`src/logic/i2ctc_pkg.sv`:
```
package i2ctc_pkg;

  // Register byte offsets
  localparam logic [7:0] OFF_MODE   = 8'h00;
  localparam logic [7:0] OFF_WCOUNT = 8'h04;
  localparam logic [7:0] OFF_SADDR  = 8'h08;
  localparam logic [7:0] OFF_OADDR  = 8'h0C;
  localparam logic [7:0] OFF_TXD    = 8'h10;
  localparam logic [7:0] OFF_RXD    = 8'h14;
  localparam logic [7:0] OFF_STAT   = 8'h18;
  localparam logic [7:0] OFF_MASK   = 8'h1C;
  localparam logic [7:0] OFF_ISR    = 8'h28;

  // Mode register field positions
  localparam int BC_LSB  = 0;
  localparam int FF_BIT  = 3;
  localparam int RM_BIT  = 7;
  localparam int DIR_BIT = 9;
  localparam int MST_BIT = 10;
  localparam int STP_BIT = 11;
  localparam int STT_BIT = 13;

  // Reset values
  localparam logic [31:0] MODE_RST   = 32'h0000_0000;
  localparam logic [15:0] WCOUNT_RST = 16'h0001;
  localparam logic [6:0]  ADDR_RST   = 7'h00;
  localparam logic [7:0]  DATA_RST   = 8'h00;

  // Event flag positions, code = position + 1
  localparam int NUM_EV  = 7;
  localparam int EV_AL   = 0;
  localparam int EV_NACK = 1;
  localparam int EV_ARDY = 2;
  localparam int EV_RRDY = 3;
  localparam int EV_XRDY = 4;
  localparam int EV_SCD  = 5;
  localparam int EV_AAS  = 6;

  // Bus half period
  localparam int CLK_NS   = 40;
  localparam int HALF_NS  = 5000;
  localparam int HALF_CYC = (HALF_NS + CLK_NS - 1) / CLK_NS;
  localparam logic [7:0] HALF_LAST = 8'(HALF_CYC - 1);

  typedef enum logic [2:0] {ST_IDLE, ST_HOLD, ST_START, ST_XFER, ST_STOP, ST_WAIT} i2ctc_state_t;

  // Bits per word, code 0 means eight
  function automatic logic [3:0] wordBits(input logic [2:0] bc);
    wordBits = (bc == 3'h0) ? 4'h8 : {1'b0, bc};
  endfunction

  // Right-justified word moved up to shift out MSB first
  function automatic logic [7:0] txAlign(input logic [7:0] d, input logic [2:0] bc);
    txAlign = d << (4'h8 - wordBits(bc));
  endfunction

  // Lowest set position wins, reported as position + 1
  function automatic logic [2:0] prioCode(input logic [NUM_EV-1:0] p);
    prioCode = 3'h0;
    for (int i = NUM_EV - 1; i >= 0; i--) begin
      if (p[i]) begin
        prioCode = 3'(i + 1);
      end
    end
  endfunction

endpackage

```
`src/logic/i2ctc_evt_if.sv`:
```
`timescale 1ns/1ps
interface i2ctc_evt_if;
  import i2ctc_pkg::*;
  logic [NUM_EV-1:0] evt;
  logic              statWr;
  logic              maskWr;
  logic [NUM_EV-1:0] wdata;
  logic              isrRd;
  logic [NUM_EV-1:0] status;
  logic [NUM_EV-1:0] mask;
  logic [2:0]        code;
  logic              irq;
  modport ctl (output evt, statWr, maskWr, wdata, isrRd, input status, mask, code, irq);
  modport isr (input evt, statWr, maskWr, wdata, isrRd, output status, mask, code, irq);
endinterface

```
`src/logic/i2ctc_int_source.sv`:
```
`timescale 1ns/1ps
module i2ctc_int_source
  import i2ctc_pkg::*;
(
  input wire logic    sys_clk,
  input wire logic    rst,
  i2ctc_evt_if.isr    ev
);

  logic [NUM_EV-1:0] status;
  logic [NUM_EV-1:0] mask;
  logic              irqReg;

  // Pending flags, reported code and the flag a source read drops
  wire [NUM_EV-1:0] pend   = status & mask;
  wire [2:0]        code   = prioCode(pend);
  wire [NUM_EV-1:0] w1c    = ev.statWr ? ev.wdata : '0;
  wire [NUM_EV-1:0] rdClr  = (ev.isrRd && code != 3'h0) ? NUM_EV'(1 << (code - 3'h1)) : '0;

  // Sticky flags; a new event beats any clear
  always_ff @(posedge sys_clk or posedge rst) begin
    if (rst) begin
      status <= '0;
      mask   <= '0;
      irqReg <= 1'b0;
    end else begin
      status <= (status & ~(w1c | rdClr)) | ev.evt;
      mask   <= ev.maskWr ? ev.wdata : mask;
      irqReg <= |pend;
    end
  end

  assign ev.status = status;
  assign ev.mask   = mask;
  assign ev.code   = code;
  assign ev.irq    = irqReg;

  AST_ISR_CLEARS: assert property (@(posedge sys_clk) disable iff (rst)
    (ev.isrRd && code != 3'h0 && !ev.evt[code - 3'h1]) |=> !status[$past(code) - 3'h1])
    else $error("source read did not clear the reported flag");

  AST_ISR_KEEPS: assert property (@(posedge sys_clk) disable iff (rst)
    (ev.isrRd && !ev.statWr) |=> (($past(status) & ~$past(rdClr)) & ~status) == '0)
    else $error("source read dropped a lower priority flag");

  AST_CODE_PRIO: assert property (@(posedge sys_clk) disable iff (rst)
    (pend != '0) |-> (code != 3'h0 && pend[code - 3'h1] && (pend & ((7'h01 << (code - 3'h1)) - 7'h01)) == '0))
    else $error("code is not the highest priority pending flag");

  AST_IRQ_REFIRE: assert property (@(posedge sys_clk) disable iff (rst)
    (ev.isrRd && (pend & ~rdClr) != '0) |=> ##1 ev.irq)
    else $error("no fresh interrupt while flags remain pending");

endmodule

```
`src/logic/i2ctc_transfer_control.sv`:
```
// Local design decision: the AHB-Lite interface to the registers.
`timescale 1ns/1ps
module i2ctc_transfer_control
  import i2ctc_pkg::*;
(
  input  wire logic        sys_clk,
  input  wire logic        rst,
  input  wire logic        hsel,
  input  wire logic [31:0] haddr,
  input  wire logic [1:0]  htrans,
  input  wire logic        hwrite,
  input  wire logic [2:0]  hsize,
  input  wire logic [31:0] hwdata,
  input  wire logic        hready,
  output logic             hreadyout,
  output logic             hresp,
  output logic [31:0]      hrdata,
  output logic             irq,
  input  wire logic        sclIn,
  output logic             sclOut,
  output logic             sclOe,
  input  wire logic        sdaIn,
  output logic             sdaOut,
  output logic             sdaOe
);

  i2ctc_evt_if evIf ();

  // Software state
  logic [2:0]  bitCnt;
  logic        freeFmt, repeatSel, dirSel, mstSel, stopReq, startReq;
  logic [15:0] wordCount;
  logic [6:0]  slvAddr, ownAddr;
  logic [7:0]  txData, rxData;
  logic        wrPend;
  logic [7:0]  wrAddr;
  logic [31:0] rdMux;

  // Bus line sampling
  logic sclM, sclS, sclP, sdaM, sdaS, sdaP;

  // Engine state
  i2ctc_state_t state, next_state;
  logic [1:0]   step, next_step;
  logic [7:0]   tickCnt;
  logic         sclLow, next_sclLow, sdaLow, next_sdaLow;
  logic [7:0]   shReg, next_sh;
  logic [3:0]   bitLeft, next_bitLeft;
  logic         ackPh, next_ackPh, isAddr, next_isAddr, amTx, next_amTx, ackSeen, next_ackSeen;
  logic [15:0]  cntLeft, next_cnt;
  logic         clrStart, clrStop, rxLoad;
  logic [NUM_EV-1:0] evtSet;

  // Address phase decode and write strobes
  wire addrAcc  = hsel & htrans[1] & hready;
  wire mapped   = (haddr[31:8] == 24'h0);
  wire wrMode   = wrPend && wrAddr == OFF_MODE;
  wire wrCount  = wrPend && wrAddr == OFF_WCOUNT;
  wire wrSaddr  = wrPend && wrAddr == OFF_SADDR;
  wire wrOaddr  = wrPend && wrAddr == OFF_OADDR;
  wire wrTx     = wrPend && wrAddr == OFF_TXD;
  wire isrRead  = addrAcc && !hwrite && mapped && haddr[7:0] == OFF_ISR;

  // Line events seen through the synchronisers
  wire sclRise  = sclS & ~sclP;
  wire sclFall  = ~sclS & sclP;
  wire busStart = sclS & sclP & sdaP & ~sdaS;
  wire busStop  = sclS & sclP & ~sdaP & sdaS;
  wire tick     = (tickCnt == HALF_LAST);
  wire reserved = repeatSel & startReq & stopReq;
  wire lastWord = !repeatSel && cntLeft == 16'h0001;
  wire [3:0] nBits   = wordBits(bitCnt);
  wire [7:0] txFirst = txAlign(txData, bitCnt);
  wire ticking  = state == ST_START || state == ST_STOP || (state == ST_XFER && mstSel);
  wire stretch  = state == ST_XFER && !sclLow && !sclS;

  assign evIf.evt    = evtSet;
  assign evIf.statWr = wrPend && wrAddr == OFF_STAT;
  assign evIf.maskWr = wrPend && wrAddr == OFF_MASK;
  assign evIf.wdata  = hwdata[NUM_EV-1:0];
  assign evIf.isrRd  = isrRead;

  i2ctc_int_source uIsr (
    .sys_clk (sys_clk),
    .rst     (rst),
    .ev      (evIf.isr)
  );

  // Read mux, unmapped words read zero
  always_comb begin
    rdMux = 32'h0000_0000;
    if (!mapped) begin
      rdMux = 32'h0000_0000;
    end else if (haddr[7:0] == OFF_MODE) begin
      rdMux = {18'h0, startReq, 1'b0, stopReq, mstSel, dirSel, 1'b0, repeatSel, 3'h0, freeFmt, bitCnt};
    end else if (haddr[7:0] == OFF_WCOUNT) begin
      rdMux = {16'h0, wordCount};
    end else if (haddr[7:0] == OFF_SADDR) begin
      rdMux = {25'h0, slvAddr};
    end else if (haddr[7:0] == OFF_OADDR) begin
      rdMux = {25'h0, ownAddr};
    end else if (haddr[7:0] == OFF_TXD) begin
      rdMux = {24'h0, txData};
    end else if (haddr[7:0] == OFF_RXD) begin
      rdMux = {24'h0, rxData};
    end else if (haddr[7:0] == OFF_STAT) begin
      rdMux = {25'h0, evIf.status};
    end else if (haddr[7:0] == OFF_MASK) begin
      rdMux = {25'h0, evIf.mask};
    end else if (haddr[7:0] == OFF_ISR) begin
      rdMux = {29'h0, evIf.code};
    end
  end

  // Bus slave: zero wait states, always OKAY
  always_ff @(posedge sys_clk or posedge rst) begin
    if (rst) begin
      wrPend    <= 1'b0;
      wrAddr    <= 8'h00;
      hrdata    <= 32'h0000_0000;
      hreadyout <= 1'b0;
      hresp     <= 1'b0;
    end else begin
      wrPend    <= addrAcc & hwrite & mapped;
      wrAddr    <= haddr[7:0];
      hrdata    <= (addrAcc && !hwrite) ? rdMux : 32'h0000_0000;
      hreadyout <= 1'b1;
      hresp     <= 1'b0;
    end
  end

  // Mode register; hardware drops start and stop requests once served
  always_ff @(posedge sys_clk or posedge rst) begin
    if (rst) begin
      {startReq, stopReq, mstSel, dirSel} <= 4'h0;
      {repeatSel, freeFmt}                <= 2'h0;
      bitCnt                              <= MODE_RST[BC_LSB +: 3];
    end else if (wrMode) begin
      startReq  <= hwdata[STT_BIT];
      stopReq   <= hwdata[STP_BIT];
      mstSel    <= hwdata[MST_BIT];
      dirSel    <= hwdata[DIR_BIT];
      repeatSel <= hwdata[RM_BIT];
      freeFmt   <= hwdata[FF_BIT];
      bitCnt    <= hwdata[BC_LSB +: 3];
    end else begin
      startReq  <= startReq & ~clrStart;
      stopReq   <= stopReq & ~clrStop;
    end
  end

  // Data and address registers
  always_ff @(posedge sys_clk or posedge rst) begin
    if (rst) begin
      wordCount <= WCOUNT_RST;
      slvAddr   <= ADDR_RST;
      ownAddr   <= ADDR_RST;
      txData    <= DATA_RST;
      rxData    <= DATA_RST;
    end else begin
      wordCount <= wrCount ? hwdata[15:0] : wordCount;
      slvAddr   <= wrSaddr ? hwdata[6:0] : slvAddr;
      ownAddr   <= wrOaddr ? hwdata[6:0] : ownAddr;
      txData    <= wrTx ? hwdata[7:0] : txData;
      rxData    <= rxLoad ? shReg : rxData;
    end
  end

  // Line synchronisers and previous samples
  always_ff @(posedge sys_clk or posedge rst) begin
    if (rst) begin
      {sclM, sclS, sclP} <= 3'b111;
      {sdaM, sdaS, sdaP} <= 3'b111;
    end else begin
      {sclM, sclS, sclP} <= {sclIn, sclM, sclS};
      {sdaM, sdaS, sdaP} <= {sdaIn, sdaM, sdaS};
    end
  end

  // Half-period timer, held in ST_XFER while another party stretches the clock
  always_ff @(posedge sys_clk or posedge rst) begin
    if (rst) begin
      tickCnt <= 8'h00;
    end else if (!ticking || tick) begin
      tickCnt <= 8'h00;
    end else if (!stretch) begin
      tickCnt <= tickCnt + 8'h01;
    end
  end

  // Sequencer
  always_comb begin
    next_state   = state;
    next_step    = step;
    next_sclLow  = sclLow;
    next_sdaLow  = sdaLow;
    next_sh      = shReg;
    next_bitLeft = bitLeft;
    next_ackPh   = ackPh;
    next_isAddr  = isAddr;
    next_amTx    = amTx;
    next_ackSeen = ackSeen;
    next_cnt     = cntLeft;
    clrStart     = 1'b0;
    clrStop      = 1'b0;
    rxLoad       = 1'b0;
    evtSet       = '0;
    evtSet[EV_SCD] = busStop;
    case (state)
      ST_IDLE, ST_HOLD: begin
        if (mstSel && startReq && !reserved) begin
          next_state = ST_START;
          next_step  = 2'd0;
          clrStart   = 1'b1;
        end else if (mstSel && stopReq && !startReq) begin
          next_state = ST_STOP;
          next_step  = 2'd0;
        end else if (!mstSel && busStart && state == ST_IDLE) begin
          // slave path never looks at repeat
          next_state   = ST_XFER;
          next_isAddr  = !freeFmt;
          next_amTx    = freeFmt & dirSel;
          next_bitLeft = freeFmt ? nBits : 4'h8;
          next_sh      = (freeFmt & dirSel) ? txFirst : 8'h00;
          next_ackPh   = 1'b0;
        end
      end
      ST_START: begin
        if (tick) begin
          next_step = step + 2'd1;
          case (step)
            2'd0: next_sdaLow = 1'b0;
            2'd1: next_sclLow = 1'b0;
            2'd2: next_sdaLow = 1'b1;
            default: begin
              next_sclLow  = 1'b1;
              next_state   = ST_XFER;
              next_cnt     = wordCount;
              next_isAddr  = !freeFmt;
              next_ackPh   = 1'b0;
              next_amTx    = freeFmt ? dirSel : 1'b1;
              next_bitLeft = freeFmt ? nBits : 4'h8;
              next_sh      = !freeFmt ? {slvAddr, ~dirSel} : (dirSel ? txFirst : 8'h00);
              // First bit must stand before the clock rises
              next_sdaLow  = !freeFmt ? ~slvAddr[6] : (dirSel & ~txFirst[7]);
            end
          endcase
        end
      end
      ST_STOP: begin
        if (tick) begin
          next_step = step + 2'd1;
          case (step)
            2'd0: begin
              next_sclLow = 1'b1;
              next_sdaLow = 1'b1;
            end
            2'd1: next_sclLow = 1'b0;
            default: begin
              next_sdaLow = 1'b0;
              next_state  = ST_IDLE;
              clrStop     = 1'b1;
            end
          endcase
        end
      end
      ST_WAIT: begin
        if (busStop || busStart) begin
          next_state = ST_IDLE;
        end
      end
      default: begin
        if (mstSel && tick) begin
          next_sclLow = ~sclLow;
        end
        if (!mstSel && (busStop || busStart)) begin
          next_state  = ST_IDLE;
          next_sdaLow = 1'b0;
        end else if (sclRise) begin
          if (ackPh) begin
            next_ackSeen = ~sdaS;
          end else if (mstSel && amTx && !sdaLow && !sdaS) begin
            evtSet[EV_AL] = 1'b1;
            next_state    = ST_IDLE;
            next_sclLow   = 1'b0;
            next_sdaLow   = 1'b0;
          end else begin
            next_sh      = {shReg[6:0], sdaS};
            next_bitLeft = bitLeft - 4'h1;
          end
        end else if (sclFall && !ackPh) begin
          if (bitLeft == 4'h0) begin
            next_ackPh  = 1'b1;
            next_sdaLow = 1'b0;
            if (isAddr && !mstSel) begin
              if (shReg[7:1] == ownAddr) begin
                evtSet[EV_AAS] = 1'b1;
                next_sdaLow    = 1'b1;
              end else begin
                next_state = ST_WAIT;
              end
            end else if (!isAddr && !amTx) begin
              rxLoad         = 1'b1;
              evtSet[EV_RRDY] = 1'b1;
              next_sdaLow    = !(mstSel && (lastWord || (repeatSel && stopReq)));
            end
          end else begin
            next_sdaLow = amTx & ~shReg[7];
          end
        end else if (sclFall) begin
          next_ackPh   = 1'b0;
          next_sdaLow  = 1'b0;
          next_bitLeft = nBits;
          if (isAddr) begin
            next_isAddr = 1'b0;
            if (mstSel && !ackSeen) begin
              evtSet[EV_NACK] = 1'b1;
              next_state      = ST_STOP;
              next_step       = 2'd0;
            end else begin
              // plain slave takes the master's command bit
              next_amTx   = mstSel ? dirSel : shReg[0];
              next_sh     = (mstSel ? dirSel : shReg[0]) ? txFirst : 8'h00;
              next_sdaLow = (mstSel ? dirSel : shReg[0]) & ~txFirst[7];
            end
          end else if (amTx && !ackSeen) begin
            evtSet[EV_NACK] = mstSel;
            next_state      = mstSel ? ST_STOP : ST_WAIT;
            next_step       = 2'd0;
          end else begin
            evtSet[EV_XRDY] = amTx;
            next_sh         = amTx ? txFirst : 8'h00;
            next_sdaLow     = amTx & ~txFirst[7];
            if (mstSel && !repeatSel) begin
              next_cnt = cntLeft - 16'h0001;
              if (lastWord) begin
                evtSet[EV_ARDY] = 1'b1;
                next_sdaLow     = 1'b0;
                next_state      = stopReq ? ST_STOP : ST_HOLD;
                next_step       = 2'd0;
              end
            end else if (mstSel && (stopReq || startReq)) begin
              // repeat runs until stop or new start
              next_sdaLow = 1'b0;
              next_state  = stopReq ? ST_STOP : ST_HOLD;
              next_step   = 2'd0;
            end
          end
        end
      end
    endcase
  end

  // Sequencer registers
  always_ff @(posedge sys_clk or posedge rst) begin
    if (rst) begin
      state   <= ST_IDLE;
      step    <= 2'd0;
      {sclLow, sdaLow, ackPh, isAddr, amTx, ackSeen} <= 6'h00;
      shReg   <= 8'h00;
      bitLeft <= 4'h0;
      cntLeft <= 16'h0000;
    end else begin
      state   <= next_state;
      step    <= next_step;
      {sclLow, sdaLow, ackPh, isAddr, amTx, ackSeen} <=
        {next_sclLow, next_sdaLow, next_ackPh, next_isAddr, next_amTx, next_ackSeen};
      shReg   <= next_sh;
      bitLeft <= next_bitLeft;
      cntLeft <= next_cnt;
    end
  end

  // Open-drain pins: drive low only while enabled
  always_ff @(posedge sys_clk or posedge rst) begin
    if (rst) begin
      {sclOe, sdaOe, sclOut, sdaOut, irq} <= 5'h00;
    end else begin
      sclOe  <= next_sclLow;
      sdaOe  <= next_sdaLow;
      sclOut <= 1'b0;
      sdaOut <= 1'b0;
      irq    <= evIf.irq;
    end
  end

  AST_WORD_BITS: assert property (@(posedge sys_clk) disable iff (rst)
    (state == ST_XFER && !isAddr && ackPh && sclFall && next_state == ST_XFER) |=> bitLeft == $past(nBits))
    else $error("word length does not follow the bit count field");

  AST_RX_JUSTIFY: assert property (@(posedge sys_clk) disable iff (rst)
    rxLoad |=> rxData == $past(shReg))
    else $error("received word not stored as shifted");

  AST_START_GO: assert property (@(posedge sys_clk) disable iff (rst)
    (state == ST_IDLE && mstSel && startReq && !reserved) |=> state == ST_START ##[1:600] state == ST_XFER)
    else $error("start request did not open a frame");

  AST_RESERVED: assert property (@(posedge sys_clk) disable iff (rst)
    (state == ST_IDLE && reserved && !wrMode) |=> state == ST_IDLE && !sclOe && !sdaOe)
    else $error("reserved combination produced bus activity");

  AST_REPEAT_RUNS: assert property (@(posedge sys_clk) disable iff (rst)
    (state == ST_XFER && mstSel && repeatSel && !stopReq && !startReq) |=> state != ST_HOLD)
    else $error("repeat mode stopped on the word count");

  AST_COUNT_END: assert property (@(posedge sys_clk) disable iff (rst)
    (state == ST_XFER && next_state == ST_HOLD && !repeatSel) |-> cntLeft == 16'h0001)
    else $error("transfer ended before the count reached zero");

  AST_FREE_ROLE: assert property (@(posedge sys_clk) disable iff (rst)
    (state == ST_START && step == 2'd3 && tick && freeFmt) |=> amTx == $past(dirSel))
    else $error("free format role not taken from direction select");

endmodule

```
`config.mk`:
```
export PLATFORM = sky130hd
export DESIGN_NAME = i2ctc_transfer_control
export DESIGN_NICKNAME = d
export VERILOG_FILES = /design/src/logic/i2ctc_pkg.sv /design/src/logic/i2ctc_evt_if.sv /design/src/logic/i2ctc_int_source.sv /design/src/logic/i2ctc_transfer_control.sv
export SDC_FILE = /design/constraint.sdc
export NUM_CORES = 1
export LEC_CHECK = 0
export ABC_AREA = 0
export CAP_MARGIN = 40
export CORE_ASPECT_RATIO = 2
export CORE_MARGIN = 3
export CORE_UTILIZATION = 60
export CTS_CLUSTER_DIAMETER = 60
export DETAILED_ROUTE_END_ITERATION = 10
export DONT_BUFFER_PORTS = 1
export GPL_ROUTABILITY_DRIVEN = 1
export GPL_TIMING_DRIVEN = 0
export PLACE_DENSITY_LB_ADDON = 0.3
export SYNTH_ARGS = -nofsm -noshare
export SYNTH_HDL_FRONTEND = slang
export SYNTH_SLANG_ARGS = --single-unit
```
`constraint.sdc`:
```
create_clock -name sys_clk -period 12.08 [get_ports sys_clk]
set_input_delay 2.416 -clock sys_clk [delete_from_list [all_inputs] [get_ports sys_clk]]
set_output_delay 2.416 -clock sys_clk [all_outputs]
set_load 0.02 [all_outputs]
```
==> Word level (Yosys, flattened, before mapping) <==
Cells that the tools add are included.
{ "totals": {"in_bits": 76, "output_inout_bits": 39, "ff_bits": 166, "elab_cells": 465} }
{ "op_classes": {"muxes": 211, "n_eq_ne": 69, "shifts": 2, "addsub": 6, "bitwise_logic": 42, "reduce_logical": 97} }
{ "op_table": {"columns": ["op", "n"], "rows": [
  ["two-way mux 8 bit", 25],
  ["two-way mux 16 bit", 12],
  ["two-way mux 3 bit", 32],
  ["two-way mux 1 bit", 92],
  ["== test 8 x 5 -> 1 bit, second input constant", 7],
  ["two-way mux 4 bit", 14],
  ["AND reduction 10 bit", 4],
  ["logical AND 1 bit", 35],
  ["== test 8 x 4 -> 1 bit, second input constant", 4],
  ["two-way mux 32 bit", 1],
  ["one-hot mux 16 bit (2 select lines)", 1],
  ["two-way mux 2 bit", 15],
  ["two-way mux 7 bit", 4],
  ["!= test 2 bit, second input constant", 14],
  ["zero test 24 bit", 1],
  ["one-hot mux 8 bit (3 select lines)", 1],
  ["AND 1 bit", 20],
  ["!= test 3 x 2 -> 1 bit, second input constant", 6],
  ["one-hot mux 1 bit (3 select lines)", 6],
  ["NOT 1 bit", 17],
  ["== test 16 x 1 -> 1 bit, second input constant", 1],
  ["== test 8 x 3 -> 1 bit, second input constant", 2],
  ["zero test 1 bit", 16],
  ["zero test 8 bit", 2],
  ["other kinds (62)", 95]
]} }

==> Depth between registers and ports, before layout <==
{ "logic_depth": {"depth_word": 19, "depth_mapped": 10, "mapped_depth_nobuf": 8} }

==> Modules after synthesis <==
A second synthesis with hierarchy kept.
{ "unflattened": {"hier_cells": 891, "hier_area_um2": 8659.6} }
{ "modules_own_cells": {"columns": ["module", "seq_area_each_um2", "cells_each", "instances", "area_per_inst_um2"], "rows": [
  ["i2ctc_transfer_control", 3387.0, 812, 1, 7876.3],
  ["i2ctc_int_source", 375.4, 79, 1, 783.3]
]} }

==> Least setup slack after synthesis <==
Ideal clock, no wire load.
{ "synth_timing": {"kind": "input -> register", "startpoint": "input port haddr[18]", "endpoint": "register uIsr.status[6] (netlist: uIsr.ev.status[6])", "required_ns": 11.938, "setup_time_ns": 0.142, "path_stages": 7, "t_arrival_ns": 4.130, "path_buffers": 1, "slack_ns": 7.808, "cell_sequence": "nor4b_1 > nand4_1 > or3_1 > clkbuf_1 > or3_1 > o311ai_0 > o31ai_1"} }
{ "synth_via": {"elab_chain_len": 9} }
{ "synth_rtl": {"columns": ["item", "line_no", "text"], "rows": [
  ["start, declared", "i2ctc_transfer_control.sv:9", "input wire logic [31:0] haddr,"],
  ["zero test 24 bit", "i2ctc_transfer_control.sv:56", "wire mapped = (haddr[31:8] == 24'h0);"],
  ["logical AND 1 bit (2 in a row)", "i2ctc_transfer_control.sv:62", "wire isrRead = addrAcc && !hwrite && mapped && haddr[7:0] == OFF_ISR;"],
  ["logical AND 1 bit", "i2ctc_int_source.sv:18", "wire [NUM_EV-1:0] rdClr = (ev.isrRd && code != 3'h0) ? NUM_EV'(1 << (code - 3'h1)) : '0;"],
  ["two-way mux 7 bit", "i2ctc_int_source.sv:18", null],
  ["OR 7 bit", "i2ctc_int_source.sv:27", "status <= (status & ~(w1c | rdClr)) | ev.evt;"],
  ["NOT 7 bit", "i2ctc_int_source.sv:27", null],
  ["AND 7 bit", "i2ctc_int_source.sv:27", null],
  ["OR 7 bit", "i2ctc_int_source.sv:27", null],
  ["end signal, assigned", "i2ctc_int_source.sv:27", null],
  ["end, declared", "i2ctc_int_source.sv:10", "logic [NUM_EV-1:0] status;"]
]} }
No other way between the ends.
A chain may end at the register's enable or synchronous reset.

==> Final worst setup path <==
{ "layout_timing": {"startpoint": "input port haddr[17]", "endpoint": "register uIsr.status[6] (netlist: uIsr.ev.status[6])"} }
Same word-level chain as after synthesis.

==> results.toml <==
[power]
power_leakage_nw = 4.07
irDropWorstVdd_uv = 104
power.internal_w = 0.00102
share_seq_of_total_power_pct = 37.2
switching_share_pct = 37.8
power_density_nw_per_um2 = 170
total_design_power_w = 0.00163
combinationalPowerShare_pct = 30.6
switchingPower_w = 0.000618
clockPowerShare_pct = 32.2

[cells_and_area]
layout_cells_sized_above_1_pct = 15.6
area_growth_syn_to_layout_pct = 11.2
insertedDiodeCount = 0
nNetsFinal = 1040
layout.cells.non_filler = 1153

[yosys]
synth_area_leader_cell = "sky130_fd_sc_hd__dfrtp_1"
synth_top_family_by_area = "simple AND/OR/NAND/NOR gates"
netlist-cell-type-count = 73
sequential_fraction_of_the_synthesis_area_pct = 43.6
syn_area_per_cell_um2 = 9.50
portion_of_netlist_area_occupied_by_mux_cells_pct = 11.2
synth_xor_xnor_area_share_pct = 1.62
async_flop_share_pct = 100
synth_top_flop_cell = "sky130_fd_sc_hd__dfrtp_1"
synth_fa_ha_area_share_pct = 1.89
synth_edf_count = 0
warning_count_from_the_yosys_run = 0
netlist_instances = 908
post_synth_main_area_contributors = "sky130_fd_sc_hd__dfrtp_1 41%, sky130_fd_sc_hd__mux2_2 8.0%, sky130_fd_sc_hd__a21oi_1 4.1%"
synthesis.area_um2 = 8630
post_synth_and_or_nand_nor_area_fraction_pct = 18.6
ys_ff_latch = 150
synth_compound_area_share_pct = 17.9
netlist.area_leader.share_pct = 41.5

[drt]
drt-wirelength-per-cell_um = 22.0
drt_pass1_iterations = 7
drc_errors = 0
vias_per_cell = 6.60
num_vias = 7610
drtAntennaViolNets = 0
drt_wl_total_mm = 25.4
dr.first_iter.drc_count = 489

[setup_path]
cp-end-kind = "flip-flop"
worstSetupPathType = "in2reg"
critPathLaunch = "haddr[17]"
critical_path.max_fanout = 7
cp.required_ns = 12.34
worstSetupStartpointType = "input port"
worst_r2r_startpoint = "sdaS$_DFF_PP1_"
critical_path_arrival_ns = 4.42

[grt]
overflow = 0
grtUsageTotal_pct = 32.6
grt_pass1_vias = 7704
antenna_violations_before_repair = 0
pin_count_of_the_biggest_net_entering_global_routing = 87
grt_first_pass_wirelength_mm = 40.2

[place]
place_worst_setup_slack_ns = 7.49
gp_congestion = 0.986
io_buffer_count = 0
detailedPlacementHpwl_mm = 19.0
dp_cells = 1121

[clock_network]
post-cts-setup-buffer-count = 0
cts.reportedPaths.clkPinSlew_ns = 0.07
cts_hold_buffers = 0
h-tree-depth = 4
tritoncts_clock_tree = "done"
cts_root_buf = "sky130_fd_sc_hd__clkbuf_16"
cts_buffers = 17
clock_sink_count = 150
post_cts_resize_count = 0
clk_lat_worst_skew_ns = 0.43
cts.path.max_buffers = 2

[timing]
fin_worst_skew_ns = 0.0124
setup_viol = 0
setup_ws_ns = 7.92
max_slew.worst_pin.slew_ns = 0.945
setup_total_neg_slack_ns = 0
timing.fmax_ghz = 0.240
fin_crit_sh_pct = 34.4
unrepaired_setup_endpoints_after_global_routing = "no"
timing.max_slew.rel_slack_pct = 37.0
timing.final.crit_period_ns = 4.16
worst_hold_slack_ns = 0.355
number_of_max_slew_violations_in_the_final_report = 0
count_of_endpoints_failing_hold_in_the_final_timing_report = 0

[job]
number_of_maximum_capacitance_violations = 0

[die]
dieArea_um2 = 15900
floorplan.initialDensity_pct = 61.8
rows = 61
ioPinCount = 115
core_um2 = 14000
die_h_um = 176
die_w_um = 90.8

[worst_hold_path]
hold_path.class = "reg2reg"
worst_hold_startpoint = "sdaM$_DFF_PP1_"

[outcome]
outcome = "finished clean"
logic make-up (layout without fill, tap and decap cells):
| group | Yosys count | after routing |
|---|---|---|
| AND/OR/NAND/NOR | 304 | 304 |
| AO/OA/AOI/OAI | 240 | 240 |
| flip-flops | 150 | 150 |
| buffers and inverters | 96 | 134 |
| multiplexers | 87 | 87 |
| XOR/XNOR | 16 | 16 |
| adder cells (fa/ha/maj) | 13 | 13 |
| other | 2 | 20 |
area by class of cell:
class	instances	area (µm²)
timing repair buffer	6	68.8
clock buffer	18	439
sequential	150	3760
buffer	65	324
inverter	31	121
fill	1152	4370
clock inverter	14	150
tap	189	236
multi-input combinational	680	4490
stage by stage:
stage	utilization, %	instance area, µm²
after floorplan	-	8690
after global placement	63.9	8930
after detailed placement	64.5	9000
after CTS	68.7	9590
after global routing	68.7	9590
final	68.7	9590
layer usage:
layer  GRT usage [%]  vias to the layer above  routed length (µm)
met5               0                        -                   0
met4            24.9                        0                2250
met3            6.86                      132                1780
met2            56.3                      419               12800
met1            34.1                     3684                8570
li1                -                     3375                   -
cells in the mapped netlist (4+ instances only):
cell,number
sky130_fd_sc_hd__o221ai_1,5
sky130_fd_sc_hd__nor2b_1,10
sky130_fd_sc_hd__dfstp_2,7
sky130_fd_sc_hd__a22oi_1,13
sky130_fd_sc_hd__a211oi_1,7
sky130_fd_sc_hd__nor4b_1,4
sky130_fd_sc_hd__mux2i_1,24
sky130_fd_sc_hd__inv_1,30
sky130_fd_sc_hd__a21o_1,4
sky130_fd_sc_hd__buf_4,19
sky130_fd_sc_hd__clkbuf_1,41
sky130_fd_sc_hd__nand3_1,24
sky130_fd_sc_hd__a21oi_1,71
sky130_fd_sc_hd__o21a_1,5
sky130_fd_sc_hd__nor3_1,23
sky130_fd_sc_hd__or2_2,6
sky130_fd_sc_hd__ha_1,13
sky130_fd_sc_hd__a31oi_1,10
sky130_fd_sc_hd__o32ai_1,8
sky130_fd_sc_hd__o22a_1,4
sky130_fd_sc_hd__or3_1,16
sky130_fd_sc_hd__nand3b_1,8
sky130_fd_sc_hd__nand4_1,10
sky130_fd_sc_hd__xor2_1,7
sky130_fd_sc_hd__nand2_1,75
sky130_fd_sc_hd__o21ai_0,51
sky130_fd_sc_hd__mux2_2,61
sky130_fd_sc_hd__and3_1,5
sky130_fd_sc_hd__nor4_1,14
sky130_fd_sc_hd__o31ai_1,16
sky130_fd_sc_hd__dfrtp_1,143
sky130_fd_sc_hd__nor2_1,62
sky130_fd_sc_hd__o211ai_1,8
sky130_fd_sc_hd__and2_1,8
sky130_fd_sc_hd__xnor2_1,9
sky130_fd_sc_hd__nand2b_1,20
sky130_fd_sc_hd__o311ai_0,4
sky130_fd_sc_hd__o22ai_1,7
layout by cell type, fill, tap and decap left out, drive strengths merged, types with 5 or more instances in the layout:
master	Yosys	routed
inv	31	41
xor2	7	7
a211oi	7	7
or2	6	6
o31ai	16	16
nor4b	7	7
nand3b	8	8
or3	17	17
a31oi	10	10
o32ai	8	8
o221ai	5	5
a22oi	13	13
and3	5	5
nor2b	10	10
mux2i	24	24
nor2	62	62
nand3	24	24
nor3	23	23
buf	24	28
dfrtp	143	143
ha	13	13
clkbuf	41	59
o211ai	8	8
nand2	75	75
and2	8	8
a21oi	71	71
nor4	14	14
nand2b	20	20
o21a	5	5
o21ai	51	51
dfstp	7	7
mux2	62	62
o22ai	7	7
conb	2	20
nand4	10	10
xnor2	9	9
flip-flops by register name, indices dropped and copies added, names as in the netlist, 8 cells and up:
name,cells
cntLeft,16
hrdata,16
wordCount,16
rxData,8
shReg,8
tickCnt,8
txData,8
wrAddr,8
power by group through the flow:
stage	Combinational, W	Sequential, W	Clock [W]
after floorplan	0.000372	0.000593	0
after global placement	0.000478	0.000612	0
after detailed placement	0.000487	0.000613	0
after CTS	0.000491	0.000605	0.000532
after global routing	0.000547	0.000612	0.000555
final	0.000500	0.000607	0.000525
worst paths after layout:
check / endpoint / slack (ns) / cells after the start
setup / recovery: uIsr.ev.status[6]$_DFF_PP0_ / 7.92 / 7
hold / removal: sdaS$_DFF_PP1_ / 0.35 / 0
setup reg to reg: state[2]$_DFFE_PP0P_ / 8.72 / 7
hold reg to reg: sdaS$_DFF_PP1_ / 0.35 / 0
max in group asynchronous: sdaM$_DFF_PP1_ / 9.28 / 2
min in group asynchronous: bitCnt[0]$_DFFE_PP0P_ / 1.93 / 1
worst max-delay path, cell delays in order:
cell	delay, ns
sky130_fd_sc_hd__nor4b_1	0.29
sky130_fd_sc_hd__nand4_1	0.17
sky130_fd_sc_hd__or3_1	0.37
sky130_fd_sc_hd__clkbuf_1	0.23
sky130_fd_sc_hd__or3_1	0.49
sky130_fd_sc_hd__o311ai_0	0.32
sky130_fd_sc_hd__o31ai_1	0.12
Note: power is estimated with default switching activity, not from simulation.
